<file path="src/verilog/dwtc_pkg.sv">
// Package with constants and types of the DRAM width and timing control.
package dwtc_pkg;

    // Register byte addresses on the APB bus.
    localparam logic [31:0] DWTC_CFG_ADDR = 32'h032000d0;
    localparam logic [31:0] DWTC_STAT_ADDR = 32'h032000dc;

    // Field positions inside the configuration register.
    localparam int DWTC_WIDTH_LSB = 0;
    localparam int DWTC_EDO_BIT = 4;
    localparam int DWTC_RCD_BIT = 5;
    localparam int DWTC_PRECH_BIT = 6;
    localparam int DWTC_CFG_BITS = 7;

    // Reset value: all banks 32-bit, Fast Page, no extra cycles.
    localparam logic [6:0] DWTC_CFG_RESET = 7'h00;

    // Timing counts in memory clock cycles.
    localparam logic [2:0] DWTC_PRECH_BASE = 3'h3;
    localparam logic [2:0] DWTC_PRECH_EXT = 3'h4;
    localparam logic [2:0] DWTC_BANK_GAP = 3'h2;
    localparam logic [1:0] DWTC_RCD_BASE = 2'h2;
    localparam logic [1:0] DWTC_RCD_EXT = 2'h3;
    localparam logic [2:0] DWTC_HIGH_MAX = 3'h7;

    // Request address bits that pick the bank.
    localparam int DWTC_BANK_HI = 27;
    localparam int DWTC_BANK_LO = 26;

    // Read data placement codes for the capture pipe.
    localparam logic [1:0] DWTC_RD_FULL = 2'h0;
    localparam logic [1:0] DWTC_RD_UPPER = 2'h1;
    localparam logic [1:0] DWTC_RD_LOWER = 2'h2;
    localparam logic [1:0] DWTC_RD_REPL = 2'h3;

    // Configuration fields, packed in register bit order 6 down to 0.
    typedef struct packed {
        logic prech_ext;
        logic rcd_ext;
        logic edo_select;
        logic [3:0] width16;
    } dwtc_cfg_s;

    // Access sequencer states.
    typedef enum logic [1:0] {
        DWTC_IDLE = 2'b00,
        DWTC_RCD = 2'b01,
        DWTC_CAS = 2'b10,
        DWTC_END = 2'b11
    } dwtc_state_e;

    // Register slave state.
    typedef struct packed {
        dwtc_cfg_s cfg;
        logic [31:0] prdata;
        logic pready;
        logic pslverr;
    } dwtc_regs_s;

    // Pins driven toward the DRAM devices.
    typedef struct packed {
        logic [3:0] row_strobe_n;
        logic [3:0] column_strobe_n;
        logic we_n;
        logic [11:0] dram_mux_address;
        logic [31:0] wdata;
        logic wdata_oe;
    } dwtc_pins_s;

endpackage : dwtc_pkg

</file>
<file path="src/verilog/dwtc_timer.sv">
// Loadable down counter that flags when it has reached zero.
`timescale 1ns/100ps
module dwtc_timer #(
    parameter int W = 2
) (
    input wire logic clk_sys_i,
    input wire logic nrst_i,
    input wire logic load_i,
    input wire logic [W-1:0] load_val_i,
    output logic zero_o
);

    typedef struct packed {
        logic [W-1:0] count;
    } dwtc_tmr_s;

    dwtc_tmr_s s_reg;
    dwtc_tmr_s s_next;

    // Load wins over counting; counting stops at zero.
    always_comb begin
        s_next = s_reg;
        if (load_i) begin
            s_next.count = load_val_i;
        end else if (s_reg.count != '0) begin
            s_next.count = s_reg.count - 1'b1;
        end
    end

    // State register with synchronous reset.
    always_ff @(posedge clk_sys_i) begin
        if (!nrst_i) begin
            s_reg <= '0;
        end else begin
            s_reg <= s_next;
        end
    end

    assign zero_o = (s_reg.count == '0);

endmodule : dwtc_timer

</file>
<file path="src/verilog/dwtc_regs.sv">
// APB slave holding the DRAM configuration and status registers.
`timescale 1ns/100ps
module dwtc_regs (
    input wire logic clk_sys_i,
    input wire logic nrst_i,
    input wire logic psel_i,
    input wire logic penable_i,
    input wire logic pwrite_i,
    input wire logic [31:0] paddr_i,
    input wire logic [31:0] pwdata_i,
    output logic [31:0] prdata_o,
    output logic pready_o,
    output logic pslverr_o,
    input wire logic [7:0] status_i,
    output dwtc_pkg::dwtc_cfg_s cfg_o
);

    dwtc_pkg::dwtc_regs_s s_reg;
    dwtc_pkg::dwtc_regs_s s_next;
    logic hit_cfg;
    logic hit_stat;

    assign hit_cfg = (paddr_i == dwtc_pkg::DWTC_CFG_ADDR);
    assign hit_stat = (paddr_i == dwtc_pkg::DWTC_STAT_ADDR);

    // Answer is prepared in the setup cycle and given in the first access
    // cycle; a write lands on the edge that completes the access.
    always_comb begin
        s_next = s_reg;
        s_next.pready = 1'b0;
        s_next.pslverr = 1'b0;
        if (psel_i && !penable_i) begin
            s_next.pready = 1'b1;
            s_next.pslverr = !(hit_cfg || hit_stat);
            s_next.prdata = 32'h00000000;
            if (hit_cfg) begin
                s_next.prdata[dwtc_pkg::DWTC_CFG_BITS-1:0] = s_reg.cfg;
            end else if (hit_stat) begin
                s_next.prdata[7:0] = status_i;
            end
        end
        if (psel_i && penable_i && s_reg.pready && pwrite_i && hit_cfg) begin
            s_next.cfg = pwdata_i[dwtc_pkg::DWTC_CFG_BITS-1:0];
        end
    end

    // State register; reset gives 32-bit banks and Fast Page timing.
    always_ff @(posedge clk_sys_i) begin
        if (!nrst_i) begin
            s_reg.cfg <= dwtc_pkg::DWTC_CFG_RESET;
            s_reg.prdata <= 32'h00000000;
            s_reg.pready <= 1'b0;
            s_reg.pslverr <= 1'b0;
        end else begin
            s_reg <= s_next;
        end
    end

    assign prdata_o = s_reg.prdata;
    assign pready_o = s_reg.pready;
    assign pslverr_o = s_reg.pslverr;
    assign cfg_o = s_reg.cfg;

endmodule : dwtc_regs

</file>
<file path="src/verilog/dwtc_top.sv">
// DRAM access sequencer with per-bank width and timing configuration.
// Function
// - One width bit per bank in bits 3..0, 1 means 16-bit, readable.
// - Reset clears all width bits, so every bank is 32-bit.
// - Reset clears EDO, RAS-to-CAS extend and precharge extend.
// - Same-bank reopen keeps row strobe high 3 cycles, 4 when extended.
// - At least 2 cycles between row strobe rise and another bank's fall.
// - Row to first column strobe fall is 2 cycles, 3 when extended.
// - Fast Page reads capture data at end of column strobe low time.
// - EDO reads capture data 2 cycles after column strobe falls.
// - Each access ends with a cycle of row low and column strobes high.
// - 32-bit byte access uses one column strobe from address bits 1:0.
// - 16-bit word takes two accesses on strobes 1:0, strobes 3:2 high.
// - 16-bit banks keep the upper half-word at the lower location.
// - 16-bit byte access: one access, column LSB plus strobes 1:0.
// - 16-bit word: non-sequential upper half then sequential lower half.
// - 16-bit banks use the same address count, so 32MB per bank.
// - Row strobe line is decoded from request address bits 27:26.
// - 16-bit addresses are shifted up one bit before multiplexing.
//
// The APB interface to the registers was left to the implementer.
`timescale 1ns/100ps
module dwtc_top (
    input wire logic clk_sys_i,
    input wire logic nrst_i,
    input wire logic psel_i,
    input wire logic penable_i,
    input wire logic pwrite_i,
    input wire logic [31:0] paddr_i,
    input wire logic [31:0] pwdata_i,
    output logic [31:0] prdata_o,
    output logic pready_o,
    output logic pslverr_o,
    input wire logic req_valid_i,
    input wire logic [27:0] req_addr_i,
    input wire logic req_write_i,
    input wire logic req_byte_i,
    input wire logic [31:0] req_wdata_i,
    output logic req_ready_o,
    output logic rsp_valid_o,
    output logic [31:0] rsp_rdata_o,
    output logic [3:0] row_strobe_n_o,
    output logic [3:0] column_strobe_n_o,
    output logic dram_we_n_o,
    output logic [11:0] dram_mux_address_o,
    output logic [31:0] dram_wdata_o,
    output logic dram_wdata_oe_o,
    input wire logic [31:0] dram_rdata_i
);

    typedef struct packed {
        dwtc_pkg::dwtc_state_e state;
        dwtc_pkg::dwtc_pins_s pins;
        logic req_ready;
        logic rsp_valid;
        logic [31:0] rsp_rdata;
        logic [1:0] bank;
        logic write;
        logic w16;
        logic two_half;
        logic half;
        logic [3:0] lanes;
        logic [23:0] lin;
        logic [31:0] wdata;
        dwtc_pkg::dwtc_cfg_s cfg;
        logic [2:0] high_cnt;
        logic [1:0] prev_bank;
        logic [31:0] rd_s1;
        logic [31:0] rd_s2;
        logic [1:0] cap;
        logic [1:0] mode0;
        logic [1:0] mode1;
        logic last0;
        logic last1;
    } dwtc_seq_s;

    dwtc_seq_s s_reg;
    dwtc_seq_s s_next;
    dwtc_pkg::dwtc_cfg_s cfg;
    logic [7:0] status;
    logic tmr_load;
    logic [1:0] tmr_val;
    logic tmr_zero;

    // Decoded view of the waiting request under the live configuration.
    logic [1:0] n_bank;
    logic n_w16;
    logic [23:0] n_lin;
    logic [3:0] n_lanes;
    logic [2:0] need_m1;
    logic page_hit;
    logic can_take;

    // Status register: busy state, open row, current bank.
    assign status = {3'h0, ~&s_reg.pins.row_strobe_n, s_reg.bank,
                     s_reg.state};

    dwtc_regs u_regs (
        .clk_sys_i(clk_sys_i),
        .nrst_i(nrst_i),
        .psel_i(psel_i),
        .penable_i(penable_i),
        .pwrite_i(pwrite_i),
        .paddr_i(paddr_i),
        .pwdata_i(pwdata_i),
        .prdata_o(prdata_o),
        .pready_o(pready_o),
        .pslverr_o(pslverr_o),
        .status_i(status),
        .cfg_o(cfg)
    );

    dwtc_timer #(
        .W(2)
    ) u_rcd_timer (
        .clk_sys_i(clk_sys_i),
        .nrst_i(nrst_i),
        .load_i(tmr_load),
        .load_val_i(tmr_val),
        .zero_o(tmr_zero)
    );

    // Request decode: bank, width, linear DRAM address and strobe lanes.
    always_comb begin
        n_bank = req_addr_i[dwtc_pkg::DWTC_BANK_HI:dwtc_pkg::DWTC_BANK_LO];
        n_w16 = cfg.width16[n_bank];
        if (n_w16) begin
            // Bit 25 is dropped, halving the bank to 32MB.
            n_lin = {req_addr_i[24:2], 1'b0};
            if (req_byte_i) begin
                n_lin[0] = ~req_addr_i[1];
                n_lanes = req_addr_i[0] ? 4'h2 : 4'h1;
            end else begin
                n_lanes = 4'h3;
            end
        end else begin
            n_lin = req_addr_i[25:2];
            if (req_byte_i) begin
                n_lanes = 4'(4'h1 << req_addr_i[1:0]);
            end else begin
                n_lanes = 4'hf;
            end
        end
        if (n_bank == s_reg.prev_bank) begin
            need_m1 = (cfg.prech_ext ? dwtc_pkg::DWTC_PRECH_EXT
                                     : dwtc_pkg::DWTC_PRECH_BASE) - 3'h1;
        end else begin
            need_m1 = dwtc_pkg::DWTC_BANK_GAP - 3'h1;
        end
        can_take = req_valid_i && !s_reg.req_ready;
        page_hit = can_take && (n_bank == s_reg.bank) &&
                   (n_lin[23:12] == s_reg.lin[23:12]) && (cfg == s_reg.cfg) &&
                   !(req_write_i && !s_reg.write && s_reg.cfg.edo_select);
    end

    // Sequencer, read capture pipe and pin drive.
    always_comb begin
        s_next = s_reg;
        s_next.req_ready = 1'b0;
        s_next.rsp_valid = 1'b0;
        tmr_load = 1'b0;
        tmr_val = 2'h0;
        // Read data pins pass two flip-flops before use.
        s_next.rd_s1 = dram_rdata_i;
        s_next.rd_s2 = s_reg.rd_s1;
        s_next.cap = {s_reg.cap[0], 1'b0};
        s_next.mode1 = s_reg.mode0;
        s_next.last1 = s_reg.last0;
        if (s_reg.cap[1]) begin
            unique case (s_reg.mode1)
                dwtc_pkg::DWTC_RD_FULL: s_next.rsp_rdata = s_reg.rd_s2;
                dwtc_pkg::DWTC_RD_UPPER: begin
                    s_next.rsp_rdata[31:16] = s_reg.rd_s2[15:0];
                end
                dwtc_pkg::DWTC_RD_LOWER: begin
                    s_next.rsp_rdata[15:0] = s_reg.rd_s2[15:0];
                end
                dwtc_pkg::DWTC_RD_REPL: begin
                    s_next.rsp_rdata = {s_reg.rd_s2[15:0], s_reg.rd_s2[15:0]};
                end
            endcase
            s_next.rsp_valid = s_reg.last1;
        end
        // Cycles with every row strobe high, saturating.
        if (s_reg.state == dwtc_pkg::DWTC_IDLE &&
            s_reg.high_cnt != dwtc_pkg::DWTC_HIGH_MAX) begin
            s_next.high_cnt = s_reg.high_cnt + 3'h1;
        end
        unique case (s_reg.state)
            dwtc_pkg::DWTC_IDLE: begin
                if (can_take && s_reg.high_cnt >= need_m1) begin
                    s_next.req_ready = 1'b1;
                    s_next.cfg = cfg;
                    s_next.bank = n_bank;
                    s_next.prev_bank = n_bank;
                    s_next.write = req_write_i;
                    s_next.w16 = n_w16;
                    s_next.two_half = n_w16 && !req_byte_i;
                    s_next.half = 1'b0;
                    s_next.lanes = n_lanes;
                    s_next.lin = n_lin;
                    s_next.wdata = req_wdata_i;
                    s_next.pins.row_strobe_n = ~(4'(4'h1 << n_bank));
                    s_next.pins.dram_mux_address = n_lin[23:12];
                    s_next.pins.we_n = !req_write_i;
                    s_next.pins.wdata_oe = req_write_i;
                    s_next.pins.wdata = n_w16 ?
                        {16'h0000, n_lin[0] ? req_wdata_i[15:0]
                                            : req_wdata_i[31:16]}
                        : req_wdata_i;
                    tmr_load = 1'b1;
                    tmr_val = (cfg.rcd_ext ? dwtc_pkg::DWTC_RCD_EXT
                                           : dwtc_pkg::DWTC_RCD_BASE) - 2'h1;
                    s_next.state = dwtc_pkg::DWTC_RCD;
                end
            end
            dwtc_pkg::DWTC_RCD: begin
                if (tmr_zero) begin
                    s_next.pins.column_strobe_n = ~s_reg.lanes;
                    s_next.pins.dram_mux_address = s_reg.lin[11:0];
                    s_next.state = dwtc_pkg::DWTC_CAS;
                end
            end
            dwtc_pkg::DWTC_CAS: begin
                s_next.pins.column_strobe_n = 4'hf;
                s_next.state = dwtc_pkg::DWTC_END;
                if (!s_reg.write && !s_reg.cfg.edo_select) begin
                    s_next.cap[0] = 1'b1;
                    s_next.last0 = !(s_reg.two_half && !s_reg.half);
                    s_next.mode0 = !s_reg.w16 ? dwtc_pkg::DWTC_RD_FULL :
                        !s_reg.two_half ? dwtc_pkg::DWTC_RD_REPL :
                        s_reg.half ? dwtc_pkg::DWTC_RD_LOWER
                                   : dwtc_pkg::DWTC_RD_UPPER;
                end
            end
            dwtc_pkg::DWTC_END: begin
                if (!s_reg.write && s_reg.cfg.edo_select) begin
                    s_next.cap[0] = 1'b1;
                    s_next.last0 = !(s_reg.two_half && !s_reg.half);
                    s_next.mode0 = !s_reg.w16 ? dwtc_pkg::DWTC_RD_FULL :
                        !s_reg.two_half ? dwtc_pkg::DWTC_RD_REPL :
                        s_reg.half ? dwtc_pkg::DWTC_RD_LOWER
                                   : dwtc_pkg::DWTC_RD_UPPER;
                end
                if (s_reg.write && !(s_reg.two_half && !s_reg.half)) begin
                    s_next.rsp_valid = 1'b1;
                end
                if (s_reg.two_half && !s_reg.half) begin
                    // Lower half at the next location, page mode.
                    s_next.half = 1'b1;
                    s_next.lin[0] = 1'b1;
                    s_next.pins.dram_mux_address = {s_reg.lin[11:1], 1'b1};
                    s_next.pins.wdata = {16'h0000, s_reg.wdata[15:0]};
                    s_next.pins.column_strobe_n = ~s_reg.lanes;
                    s_next.state = dwtc_pkg::DWTC_CAS;
                end else if (page_hit) begin
                    // Sequential access inside the open row.
                    s_next.req_ready = 1'b1;
                    s_next.write = req_write_i;
                    s_next.two_half = n_w16 && !req_byte_i;
                    s_next.half = 1'b0;
                    s_next.lanes = n_lanes;
                    s_next.lin = n_lin;
                    s_next.wdata = req_wdata_i;
                    s_next.pins.we_n = !req_write_i;
                    s_next.pins.wdata_oe = req_write_i;
                    s_next.pins.wdata = n_w16 ?
                        {16'h0000, n_lin[0] ? req_wdata_i[15:0]
                                            : req_wdata_i[31:16]}
                        : req_wdata_i;
                    s_next.pins.dram_mux_address = n_lin[11:0];
                    s_next.pins.column_strobe_n = ~n_lanes;
                    s_next.state = dwtc_pkg::DWTC_CAS;
                end else begin
                    // Close the row and start counting precharge.
                    s_next.pins.row_strobe_n = 4'hf;
                    s_next.pins.we_n = 1'b1;
                    s_next.pins.wdata_oe = 1'b0;
                    s_next.high_cnt = 3'h0;
                    s_next.state = dwtc_pkg::DWTC_IDLE;
                end
            end
        endcase
    end

    // State register; reset leaves all strobes inactive high.
    always_ff @(posedge clk_sys_i) begin
        if (!nrst_i) begin
            s_reg <= '0;
            s_reg.state <= dwtc_pkg::DWTC_IDLE;
            s_reg.pins.row_strobe_n <= 4'hf;
            s_reg.pins.column_strobe_n <= 4'hf;
            s_reg.pins.we_n <= 1'b1;
            s_reg.cfg <= dwtc_pkg::DWTC_CFG_RESET;
            s_reg.high_cnt <= dwtc_pkg::DWTC_HIGH_MAX;
        end else begin
            s_reg <= s_next;
        end
    end

    // Outputs come straight from the state register.
    assign req_ready_o = s_reg.req_ready;
    assign rsp_valid_o = s_reg.rsp_valid;
    assign rsp_rdata_o = s_reg.rsp_rdata;
    assign row_strobe_n_o = s_reg.pins.row_strobe_n;
    assign column_strobe_n_o = s_reg.pins.column_strobe_n;
    assign dram_we_n_o = s_reg.pins.we_n;
    assign dram_mux_address_o = s_reg.pins.dram_mux_address;
    assign dram_wdata_o = s_reg.pins.wdata;
    assign dram_wdata_oe_o = s_reg.pins.wdata_oe;

endmodule : dwtc_top

</file>
<file path="config.mk">
export PLATFORM = sky130hd
export DESIGN_NAME = dwtc_top
export DESIGN_NICKNAME = d
export VERILOG_FILES = /design/src/verilog/dwtc_pkg.sv /design/src/verilog/dwtc_timer.sv /design/src/verilog/dwtc_regs.sv /design/src/verilog/dwtc_top.sv
export SDC_FILE = /design/constraint.sdc
export NUM_CORES = 1
export LEC_CHECK = 0
export BUFFER_PORTS_ARGS = -buffer_cell sky130_fd_sc_hd__buf_2
export CORE_AREA = 4 4 218 114
export DETAILED_ROUTE_END_ITERATION = 10
export DIE_AREA = 0 0 222 118
export PLACE_DENSITY = 0.75
export SYNTH_ARGS = -nofsm -noshare
export SYNTH_HDL_FRONTEND = slang
export SYNTH_SLANG_ARGS = --single-unit
</file>
<file path="constraint.sdc">
create_clock -name clk_sys_i -period 5.9 [get_ports clk_sys_i]
set_clock_uncertainty 0.15 [all_clocks]
set_input_delay 0.295 -clock clk_sys_i [delete_from_list [all_inputs] [get_ports clk_sys_i]]
set_output_delay 0.295 -clock clk_sys_i [all_outputs]
set_load 0.1 [all_outputs]
</file>
==> results of run 1 <==
[metrics by stage]
step                std cells  setup slack (ns)  util, %
floorplan                1271             2.559        -
global placement         1630             1.696    52.60
detailed placement       1630             1.614    52.60
CTS                      1745             1.178    59.20
global route             1746            0.8585    59.21
finish                   1746             1.099    59.21
[Yosys cell counts (all sizes together) (11+ instances only)]
library cell  number
a21oi             67
nor3              35
buf              133
dfxtp            240
and2              73
o221a             27
xnor2             13
o211ai            31
clkbuf            65
inv               17
nor2              72
a22oi             14
o21ai             46
nand3             39
nand2b            14
nand2            107
nor2b             12
xor2              11
a211oi            34
mux2i             98
[metal layers]
metal,vias up,share of wire [%]
met5,-,0
met2,336,47
met1,4527,45
met4,0,1.9
met3,57,6.1
li1,4625,-
[power by group through the flow]
stage / combinational [mW] / clock, mW / sequential, mW
6_report: 3.09 / 1.49 / 2.17
5_1_grt: 3.29 / 1.57 / 2.20
4_1_cts: 3.06 / 1.51 / 2.16
3_5_place_dp: 3.00 / 0 / 2.19
3_3_place_gp: 2.94 / 0 / 2.18
2_1_floorplan: 2.55 / 0 / 2.18
[cell type report]
| class | count | area (um2) |
|---|---|---|
| Multi-Input combinational cell | 816 | 5364 |
| Sequential cell | 240 | 4805 |
| Antenna cell | 1 | 2.502 |
| Fill cell | 1908 | 9236 |
| Clock inverter | 10 | 131.4 |
| Inverter | 17 | 65.06 |
| Timing Repair Buffer | 325 | 2042 |
| Clock buffer | 30 | 611.8 |
| Tap cell | 307 | 384.1 |
[critical path, cell delays in order]
cell	delay, ns
dlygate4sd3_1	0.54
buf_2	0.19
xnor2_1	0.19
nand2_1	0.10
or2_2	0.28
ha_1	0.26
nand2b_1	0.14
a211oi_1	0.62
nor2_1	0.08
buf_4	0.22
nor2_2	0.70
buf_4	0.38
nor2_2	0.22
a311oi_1	0.30
dlygate4sd3_1	0.59
[what timing repair did]
action | 4_1_cts | 5_1_grt
hold endpoints to repair | 76 | 0
hold buffers | 75 | 0
setup buffers | 0 | 0
[final timing paths]
kind	from	endpoint	slack (ns)
worst max-delay path	req_addr_i[27]	s_reg[140]	1.10
worst min register to register	s_next[19]	s_reg[19]	0.28
worst max register to register	s_reg[73]	s_reg[140]	1.24
worst min-delay path	nrst_i	s_reg[142]	0.03
[cell families after synthesis]
kind of cell,Yosys count
buf+inv,215
simple gates,381
xor+xnor,24
fa+ha+maj,9
other cells,1
flops,240
mux,108
compound gates,269
==> results.sh, run 1 <==
export IMPL_status="completed"
export IMPL_root_buffer="clkbuf_16"
export IMPL_ant_nets=0
export IMPL_hpwl_mm=20.61
export IMPL_timing_critical_path_fanout_max=20
export IMPL_worstHoldPathType="in -> reg"
export IMPL_area_growth_pct=18.98
export IMPL_pwr_share_seq_pct=32.2
export IMPL_p_per_area_mw_per_mm2=503.0
export IMPL_design_area_mm2=0.01341
export IMPL_finalCriticalPeriod_ns=4.801
export IMPL_pwr_share_clk_pct=22.1
export IMPL_p_leak_nw=5.703
export IMPL_start_util_pct=49.76
export IMPL_syn_avg_cell_area_um2=9.035
export IMPL_placed_area_mm2=0.01191
export IMPL_critical_path_class="in -> reg"
export IMPL_p_int_mw=3.696
export IMPL_synth_edf_count=0
export IMPL_grt_busiest_layer="met2"
export IMPL_vias=9545
export IMPL_yosysUniqueCellTypes=61
export IMPL_synthSimpleGateAreaFrac_pct=16.82
export IMPL_grt_max_degree=115
export IMPL_endpoint_kind="flip-flop"
export IMPL_final_common_cell="dfxtp_1"
export IMPL_rsz0062_at_grt="false"
export IMPL_avgRoutedWirePerCell_um=17.67
export IMPL_clk_path_buf_depth=3
export IMPL_ys_async_sr_fraction_pct=0
export IMPL_muxShareOfSynthArea_pct=9.772
export IMPL_power_mw=6.744
export IMPL_fp_dieW_um=222
export IMPL_synth_adder_area_share_pct=0.9994
export IMPL_fin_crit_sh_pct=81.37
export IMPL_cts_resized=0
export IMPL_synth_compound_area_share_pct=16.86
export IMPL_fin_hold_ws_ns=0.02903
export IMPL_netlist_area_mm2=0.01127
export IMPL_drtIter0Drc=788
export IMPL_min_delay_path_depth=3
export IMPL_antenna_found_initial=1
export IMPL_grt_pass1_wl_mm=49.46
export IMPL_fp_row_count=39
export IMPL_grt_use_met1_pct=29.81
export IMPL_setup_viol=0
export IMPL_gp_congestion=0.9114
export IMPL_drc=0
export IMPL_clk_latency_ns=0.51
export IMPL_synth_top_family_by_area="compound AO/OA/AOI/OAI gates"
export IMPL_swShare_pct=45.19
export IMPL_critical_path_required_ns=6.21
export IMPL_final_cell_mix="dfxtp_1, buf_2, nand2_1"
export IMPL_yosys_most_used_dff="dfxtp_1"
export IMPL_r2r_cells=13
export IMPL_grt_pass1_vias=9402
export IMPL_synth_area_top_cells="dfxtp_1, mux2i_1, buf_4"
export IMPL_arrival_ns=5.11
export IMPL_synth_seq_cells=240
export IMPL_yosys_warnings=0
export IMPL_cts_buffers=22
export IMPL_portBuffers=235
export IMPL_combinationalPowerShare_pct=45.8
export IMPL_syn_inst=1247
export IMPL_drv_cap=0
export IMPL_grt_met3_usage_pct=4.112
export IMPL_slew_headroom_pct=23.80
export IMPL_nNetsFinal=1595
export IMPL_grtUsageTotal_pct=22.30
export IMPL_vdd_drop_max_uv=325.0
export IMPL_clkSinkCount=240
export IMPL_switching_power_mw=3.047
export IMPL_largest_register_ffs=98
export IMPL_drive_gt1_share_pct=23.50
export IMPL_dieArea_mm2=0.02620
export IMPL_ioPinCount=286
export IMPL_viasPerCell=5.467
export IMPL_synth_top_area_cell="dfxtp_1"
export IMPL_synth_top_area_share_pct=42.64
export IMPL_wirelength_mm=30.85
export IMPL_yosysSeqAreaShare_pct=42.64
export IMPL_worst_slew_pin_slew_ns=1.142
export IMPL_clk_pin_slew_ns=0.07
export IMPL_gr_usage_met2_pct=37.61
export IMPL_max_freq_ghz=0.2083
export IMPL_dr_pass1_iters=5
export IMPL_startpoint_type="input port"
export IMPL_finalHoldViolCount=0
export IMPL_ctsHtreeMaxLevel=1
export IMPL_setup_tns_ns=0
export IMPL_finalMaxSlewViolations=0
export IMPL_overflow=0
export IMPL_tritoncts="done"
export IMPL_die_y_um=118
export IMPL_synthXorXnorAreaFrac_pct=1.866
export IMPL_coreArea_mm2=0.02264
Power figures use the tool's default switching activity.
==> run 2, diff against run 1 <==
ABC_AREA = 1   (was unset)
CORE_AREA = 4 4 223 116   (was 4 4 218 114)
DIE_AREA = 0 0 227 120   (was 0 0 222 118)
clock period = 4.65 ns   (was 5.9 ns; I/O delays follow)
==> results.sh, run 2 <==
export IMPL_status="completed"
export IMPL_p_int_mw=4.586
export IMPL_final_util_pct=57.99
export IMPL_fin_crit_sh_pct=77.47
export IMPL_grt_max_degree=110
export IMPL_syn_avg_cell_area_um2=6.903
export IMPL_grt_pass1_wl_mm=51.67
export IMPL_worstHoldPathType="in -> reg"
export IMPL_synth_top_area_share_pct=40.51
export IMPL_r2r_start="u_regs.cfg_o[2]"
export IMPL_yosysUniqueCellTypes=38
export IMPL_timing_critical_path_fanout_max=42
export IMPL_endpoint_kind="flip-flop"
export IMPL_critical_path_required_ns=4.90
export IMPL_largest_register_ffs=98
export IMPL_gp_congestion=0.9230
export IMPL_combinationalPowerShare_pct=48.1
export IMPL_finalHoldViolCount=0
export IMPL_vias=11290
export IMPL_reg2reg_to="dram_wdata_o[24]"
export IMPL_grt_pass1_vias=10200
export IMPL_dr_pass1_iters=6
export IMPL_post_cts_buffers=0
export IMPL_synthTopCellsByCount="nand2_1, nor2_1, dfxtp_1"
export IMPL_synth_seq_cells=240
export IMPL_yosys_warnings=0
export IMPL_syn_inst=1718
export IMPL_worstSetupStartpoint="req_addr_i[26]"
export IMPL_final_cell_mix="nand2_1, nor2_1, dfxtp_1"
export IMPL_grtUsageTotal_pct=22.76
export IMPL_portBuffers=235
export IMPL_worst_slew_pin_slew_ns=0.9836
export IMPL_switching_power_mw=4.188
export IMPL_drtIter0Drc=1130
export IMPL_min_delay_path_depth=5
export IMPL_r2r_slack_ns=1.15
export IMPL_crit_end="dram_wdata_o[24]"
export IMPL_p_leak_nw=7.056
export IMPL_ctsHtreeMaxLevel=1
export IMPL_nNetsFinal=2054
export IMPL_pwr_share_clk_pct=21.4
export IMPL_fin_hold_ws_ns=0.02258
export IMPL_setup_tns_ns=0
export IMPL_clk_latency_ns=0.52
export IMPL_netlist_area_mm2=0.01186
export IMPL_ant_nets=0
export IMPL_yosys_most_used_dff="dfxtp_1"
export IMPL_root_buffer="clkbuf_16"
export IMPL_antenna_found_initial=0
export IMPL_viasPerCell=5.110
export IMPL_diodes=0
export IMPL_cts_buffers=22
export IMPL_ioPinCount=286
export IMPL_wirelength_mm=32.59
export IMPL_final_common_cell="nand2_1"
export IMPL_die_y_um=120
export IMPL_synth_area_top_cells="dfxtp_1, nand2_1, nor2_1"
export IMPL_synth_top_area_cell="dfxtp_1"
export IMPL_clkSinkCount=240
export IMPL_vdd_drop_max_uv=316.9
export IMPL_tritoncts="done"
export IMPL_yosysMostFrequentCell="nand2_1"
export IMPL_arrival_ns=3.85
export IMPL_drive_gt1_share_pct=16.36
export IMPL_finalCriticalPeriod_ns=3.602
export IMPL_fp_dieW_um=227
export IMPL_swShare_pct=47.73
export IMPL_dieArea_mm2=0.02724
export IMPL_start_util_pct=49.89
export IMPL_overflow=0
export IMPL_synth_edf_count=0
export IMPL_avgRoutedWirePerCell_um=14.74
export IMPL_area_growth_pct=16.25
export IMPL_drv_cap=0
export IMPL_slew_headroom_pct=34.43
export IMPL_coreArea_mm2=0.02377
export IMPL_finalMaxSlewViolations=0
export IMPL_r2r_cells=16
export IMPL_critical_path_class="in -> reg"
export IMPL_drc=0
export IMPL_hpwl_mm=21.36
export IMPL_rsz0062_at_grt="false"
export IMPL_pre_cts_slack_ns=1.123
export IMPL_startpoint_type="input port"
export IMPL_clk_pin_slew_ns=0.06
export IMPL_setup_viol=0
export IMPL_clk_path_buf_depth=3
export IMPL_setup_ws_ns=1.048
export IMPL_fp_row_count=40
export IMPL_ys_async_sr_fraction_pct=0
export IMPL_pwr_share_seq_pct=30.6
export IMPL_yosysSeqAreaShare_pct=40.51
export IMPL_p_per_area_mw_per_mm2=636.4
export IMPL_max_freq_ghz=0.2776
-- run 2: cell types whose count changed in the layout (fill, tap and decap cells not counted), moves of 19 or more --
cell / delta
nand2_1: +237
nor2_1: +186
inv_1: +170
mux2i_1: -97
and2_1: -73
a21oi_1: +69
o21ai_0: +63
nand4_1: +43
a211oi_1: -33
o221a_2: -27
nand3_1: +26
nor3_1: -20
o211ai_1: -20
o21ai_1: +19
-- run 2: layout make-up --
type | count | area [um2]
clock inverters | 8 | 100.1
flip-flops and latches | 240 | 4805
inverters | 191 | 716.9
multi-input cells | 1105 | 5131
clock buffers | 30 | 631.9
well taps | 315 | 394.1
fillers | 2225 | 9986
repair buffers | 321 | 2008
-- run 2: metal layers --
layer	global-route usage (%)	vias up	part of all wire (%)
met5	0	-	0
met3	3.324	65	6.1
li1	-	5691	-
met4	5.627	0	2.2
met1	31.80	5151	46
met2	37.24	385	45
-- run 2: power by group through the flow --
stage | Clock [mW] | Combinational [mW] | Sequential [mW]
2_1_floorplan | 0 | 3.62 | 2.76
3_3_place_gp | 0 | 4.08 | 2.71
3_5_place_dp | 0 | 4.12 | 2.72
4_1_cts | 1.91 | 4.18 | 2.68
5_1_grt | 1.99 | 4.61 | 2.72
6_report | 1.88 | 4.22 | 2.68
-- run 2: cells by family (layout without fill, tap and decap cells) --
| group | count (synthesis) | count (layout) | synth area share [%] |
|---|---|---|---|
| AO/OA/AOI/OAI | 309 | 309 | 14.43 |
| other | 1 | 25 | 0.03162 |
| AND/OR/NAND/NOR | 760 | 760 | 26.92 |
| buffers and inverters | 397 | 550 | 17.01 |
| adder cells (fa/ha/maj) | 9 | 9 | 0.9495 |
| flip-flops | 240 | 240 | 40.51 |
| XOR/XNOR | 2 | 2 | 0.1477 |
-- run 2: critical path, cell delays in order --
cell,delay [ns]
dlygate4sd3_1,0.52
buf_2,0.17
inv_2,0.08
nand2_1,0.06
nand2_1,0.07
nand2_4,0.19
nand2_4,0.29
inv_1,0.29
nand2_1,0.12
nand2_1,0.13
nand2_1,0.06
nand2_1,0.08
nand2_1,0.07
nor2_2,0.11
nand2_2,0.11
nand2_2,0.35
nand2_2,0.48
o21ai_0,0.33
nor2_1,0.06
-- run 2: through the flow --
step	power [mW]	cells	cell area, um2
2_1_floorplan	6.380	1742	11950
3_3_place_gp	6.786	2100	12330
3_5_place_dp	6.839	2100	12330
4_1_cts	8.760	2210	13790
5_1_grt	9.321	2210	13790
6_report	8.774	2210	13790
-- run 2: worst min path at each step --
| stage | end | from | slack [ns] |
|---|---|---|---|
| finish | dram_wdata_o[20] | req_wdata_i[20] | 0.02 |
| global placement | s_reg[20] | s_next[20] | 0.24 |
| global route | dram_wdata_o[20] | req_wdata_i[20] | 0.05 |
| floorplan | s_next[10] | dram_rdata_i[2] | 0.18 |
| detailed placement | s_reg[33] | s_next[33] | 0.25 |
| CTS | dram_wdata_o[20] | req_wdata_i[20] | 0.01 |
-- run 2: timing repair --
item | in CTS | in global routing
hold buffers | 72 | 0
gates resized for setup | 0 | 0
endpoints found under the hold margin | 115 | 0
==> run 3, diff against run 2 <==
ABC_AREA = 0   (was 1)
CORE_AREA = 4 4 222 116   (was 4 4 223 116)
DIE_AREA = 0 0 226 120   (was 0 0 227 120)
clock period = 3.1 ns   (was 4.65 ns; I/O delays follow)
==> results.sh, run 3 (synthesis results as in run 1) <==
export IMPL_largest_register_ffs=98
export IMPL_antenna_found_initial=0
export IMPL_ctsHtreeMaxLevel=1
export IMPL_p_per_area_mw_per_mm2=987.8
export IMPL_avgRoutedWirePerCell_um=18.70
export IMPL_drv_cap=0
export IMPL_root_buffer="clkbuf_16"
export IMPL_hpwl_mm=22.77
export IMPL_power_mw=14.53
export IMPL_fp_dieW_um=226
export IMPL_gp_congestion=0.9179
export IMPL_critPathMostFrequentCell="buf_6"
export IMPL_fp_row_count=40
export IMPL_die_y_um=120
export IMPL_pre_cts_slack_ns=-0.03851
export IMPL_dieArea_mm2=0.02712
export IMPL_r2r_cells=11
export IMPL_worstHoldPathType="in -> reg"
export IMPL_grt_pass1_wl_mm=51.81
export IMPL_setup_viol=0
export IMPL_vdd_drop_max_uv=682.3
export IMPL_finalHoldViolCount=0
export IMPL_endpoint_kind="flip-flop"
export IMPL_finalCriticalPeriod_ns=3.057
export IMPL_placed_cells=1688
export IMPL_portBuffers=235
export IMPL_cts_buffers=23
export IMPL_status="completed"
export IMPL_vias=10090
export IMPL_p_leak_nw=6.322
export IMPL_clk_pin_slew_ns=0.07
export IMPL_critical_path_required_ns=3.39
export IMPL_reg2reg_to="s_reg[85]"
export IMPL_dr_pass1_iters=6
export IMPL_rsz0062_at_grt="true"
export IMPL_ant_nets=0
export IMPL_timing_critical_path_fanout_max=9
export IMPL_worstPathCellList="mux2_4 > or4b_1 > o211ai_1 > and2_1 > nand4_1 > buf_6 > o32ai_4 > buf_6 > buf_6 > nand3_1 > a21oi_1"
export IMPL_coreArea_mm2=0.02367
export IMPL_critical_path_top_delay_family="simple AND/OR/NAND/NOR gates"
export IMPL_overflow=0
export IMPL_max_freq_ghz=0.3271
export IMPL_ioPinCount=286
export IMPL_r2r_start="u_regs.cfg_o[0]"
export IMPL_final_common_cell="dfxtp_1"
export IMPL_wirelength_mm=34.57
export IMPL_clk_path_buf_depth=3
export IMPL_critical_path_class="reg -> reg"
export IMPL_grt_pass1_vias=9367
export IMPL_setup_ws_ns=0.04283
export IMPL_grt_max_degree=112
export IMPL_worst_slew_pin_slew_ns=0.7482
export IMPL_clk_latency_ns=0.52
export IMPL_drive_gt1_share_pct=29.16
export IMPL_wl_met1_mm=15.89
export IMPL_diodes=0
export IMPL_slew_headroom_pct=50.12
export IMPL_nFillCells=1952
export IMPL_final_util_pct=62.14
export IMPL_drc=0
export IMPL_start_util_pct=47.60
export IMPL_min_to="s_reg[136]"
export IMPL_r2r_slack_ns=0.04
export IMPL_arrival_ns=3.34
export IMPL_startpoint_type="flip-flop"
export IMPL_finalMaxSlewViolations=0
export IMPL_maxUsedRoutingLayer="met4"
export IMPL_clkSinkCount=240
export IMPL_design_area_mm2=0.01471
export IMPL_area_growth_pct=30.56
export IMPL_hold_start="req_addr_i[22]"
export IMPL_nNetsFinal=1689
export IMPL_setup_tns_ns=0
export IMPL_drtIter0Drc=1169
export IMPL_wl_met3_mm=3.291
export IMPL_tritoncts="done"
export IMPL_route_met2_wl_mm=14.94
export IMPL_placed_area_mm2=0.01237
export IMPL_viasPerCell=5.458
export IMPL_cp_num_buf_inv=3
export IMPL_fin_crit_sh_pct=98.62
export IMPL_final_cell_mix="dfxtp_1, buf_2, nand2_1"
export IMPL_fin_hold_ws_ns=0.02839
export IMPL_min_delay_path_depth=4
export IMPL_cp_slowest_stage_delay_ns=0.47
export IMPL_fin_cells=1848
export IMPL_cp_slowest_cell="or4b_1"
export IMPL_grtUsageTotal_pct=23.41
[run 3: cell types whose count changed in the layout (fill, tap and decap cells not counted), moves of 20 or more]
cell           previous run  this run
o21ai_0                 106        37
mux2i_1                   0        96
buf_4                    14        56
dlygate4sd3_1            72       104
a21oi_1                 135        60
a211oi_1                  1        32
nand2_1                 344       107
inv_1                   186        15
nand3_1                  65        37
nand4_1                  47         4
nor2_1                  255        68
o221a_2                   0        27
o211ai_1                 11        31
and2_1                    0        73
[run 3: worst max path at each step]
stage	to	cells past startpoint	start	slack, ns
floorplan	dram_wdata_o[6]	12	req_addr_i[27]	0.02
global placement	s_reg[131]	10	req_addr_i[27]	0.02
detailed placement	row_strobe_n_o[2]	14	req_addr_i[27]	-0.04
CTS	dram_wdata_oe_o	10	u_regs.cfg_o[0]	0.007
global route	s_reg[131]	11	u_regs.cfg_o[0]	-0.04
finish	s_reg[85]	11	u_regs.cfg_o[0]	0.04
[run 3: cell type report]
cell class | count | area [um2] | share of cell area (%)
clock inverters | 14 | 242.7 | 1.650
repair buffers | 418 | 3013 | 20.48
inverters | 17 | 68.82 | 0.4678
flip-flops and latches | 240 | 4816 | 32.74
multi-input cells | 816 | 5542 | 37.67
clock buffers | 28 | 634.4 | 4.312
well taps | 315 | 394.1 | 2.679
[run 3: power breakdown]
part | switching [mW] | total [mW] | leakage (nW) | internal, mW
clock network | 1.27 | 3.25 | 0.422 | 1.98
logic | 4.69 | 7.17 | 3.93 | 2.48
registers | 0.429 | 4.11 | 1.97 | 3.68
total | 6.39 | 14.5 | 6.32 | 8.14
[run 3: worst reg2reg max path: cells and delay by family, from the launching register on]
family                 cells  cell delay, ns
multiplexers               1            0.30
buffers and inverters      3            0.55
AND/OR/NAND/NOR            4            0.90
flip-flops                 1            0.36
AO/OA/AOI/OAI              3            0.69
[run 3: layer usage]
metal  vias to the layer above  GRT usage, %
li1                       4808             -
met1                      4783         34.83
met2                       455         35.29
met3                        41         5.158
met4                         0         3.670
met5                         -             0
[run 3: timing repair]
action                                  CTS  global route
resized for setup                         6            59
cloned                                    0             6
endpoints found under the setup margin    6           101
endpoints found under the hold margin   123             0
hold buffers                            104             0
pin swaps                                 0            26
setup buffers                             0             8
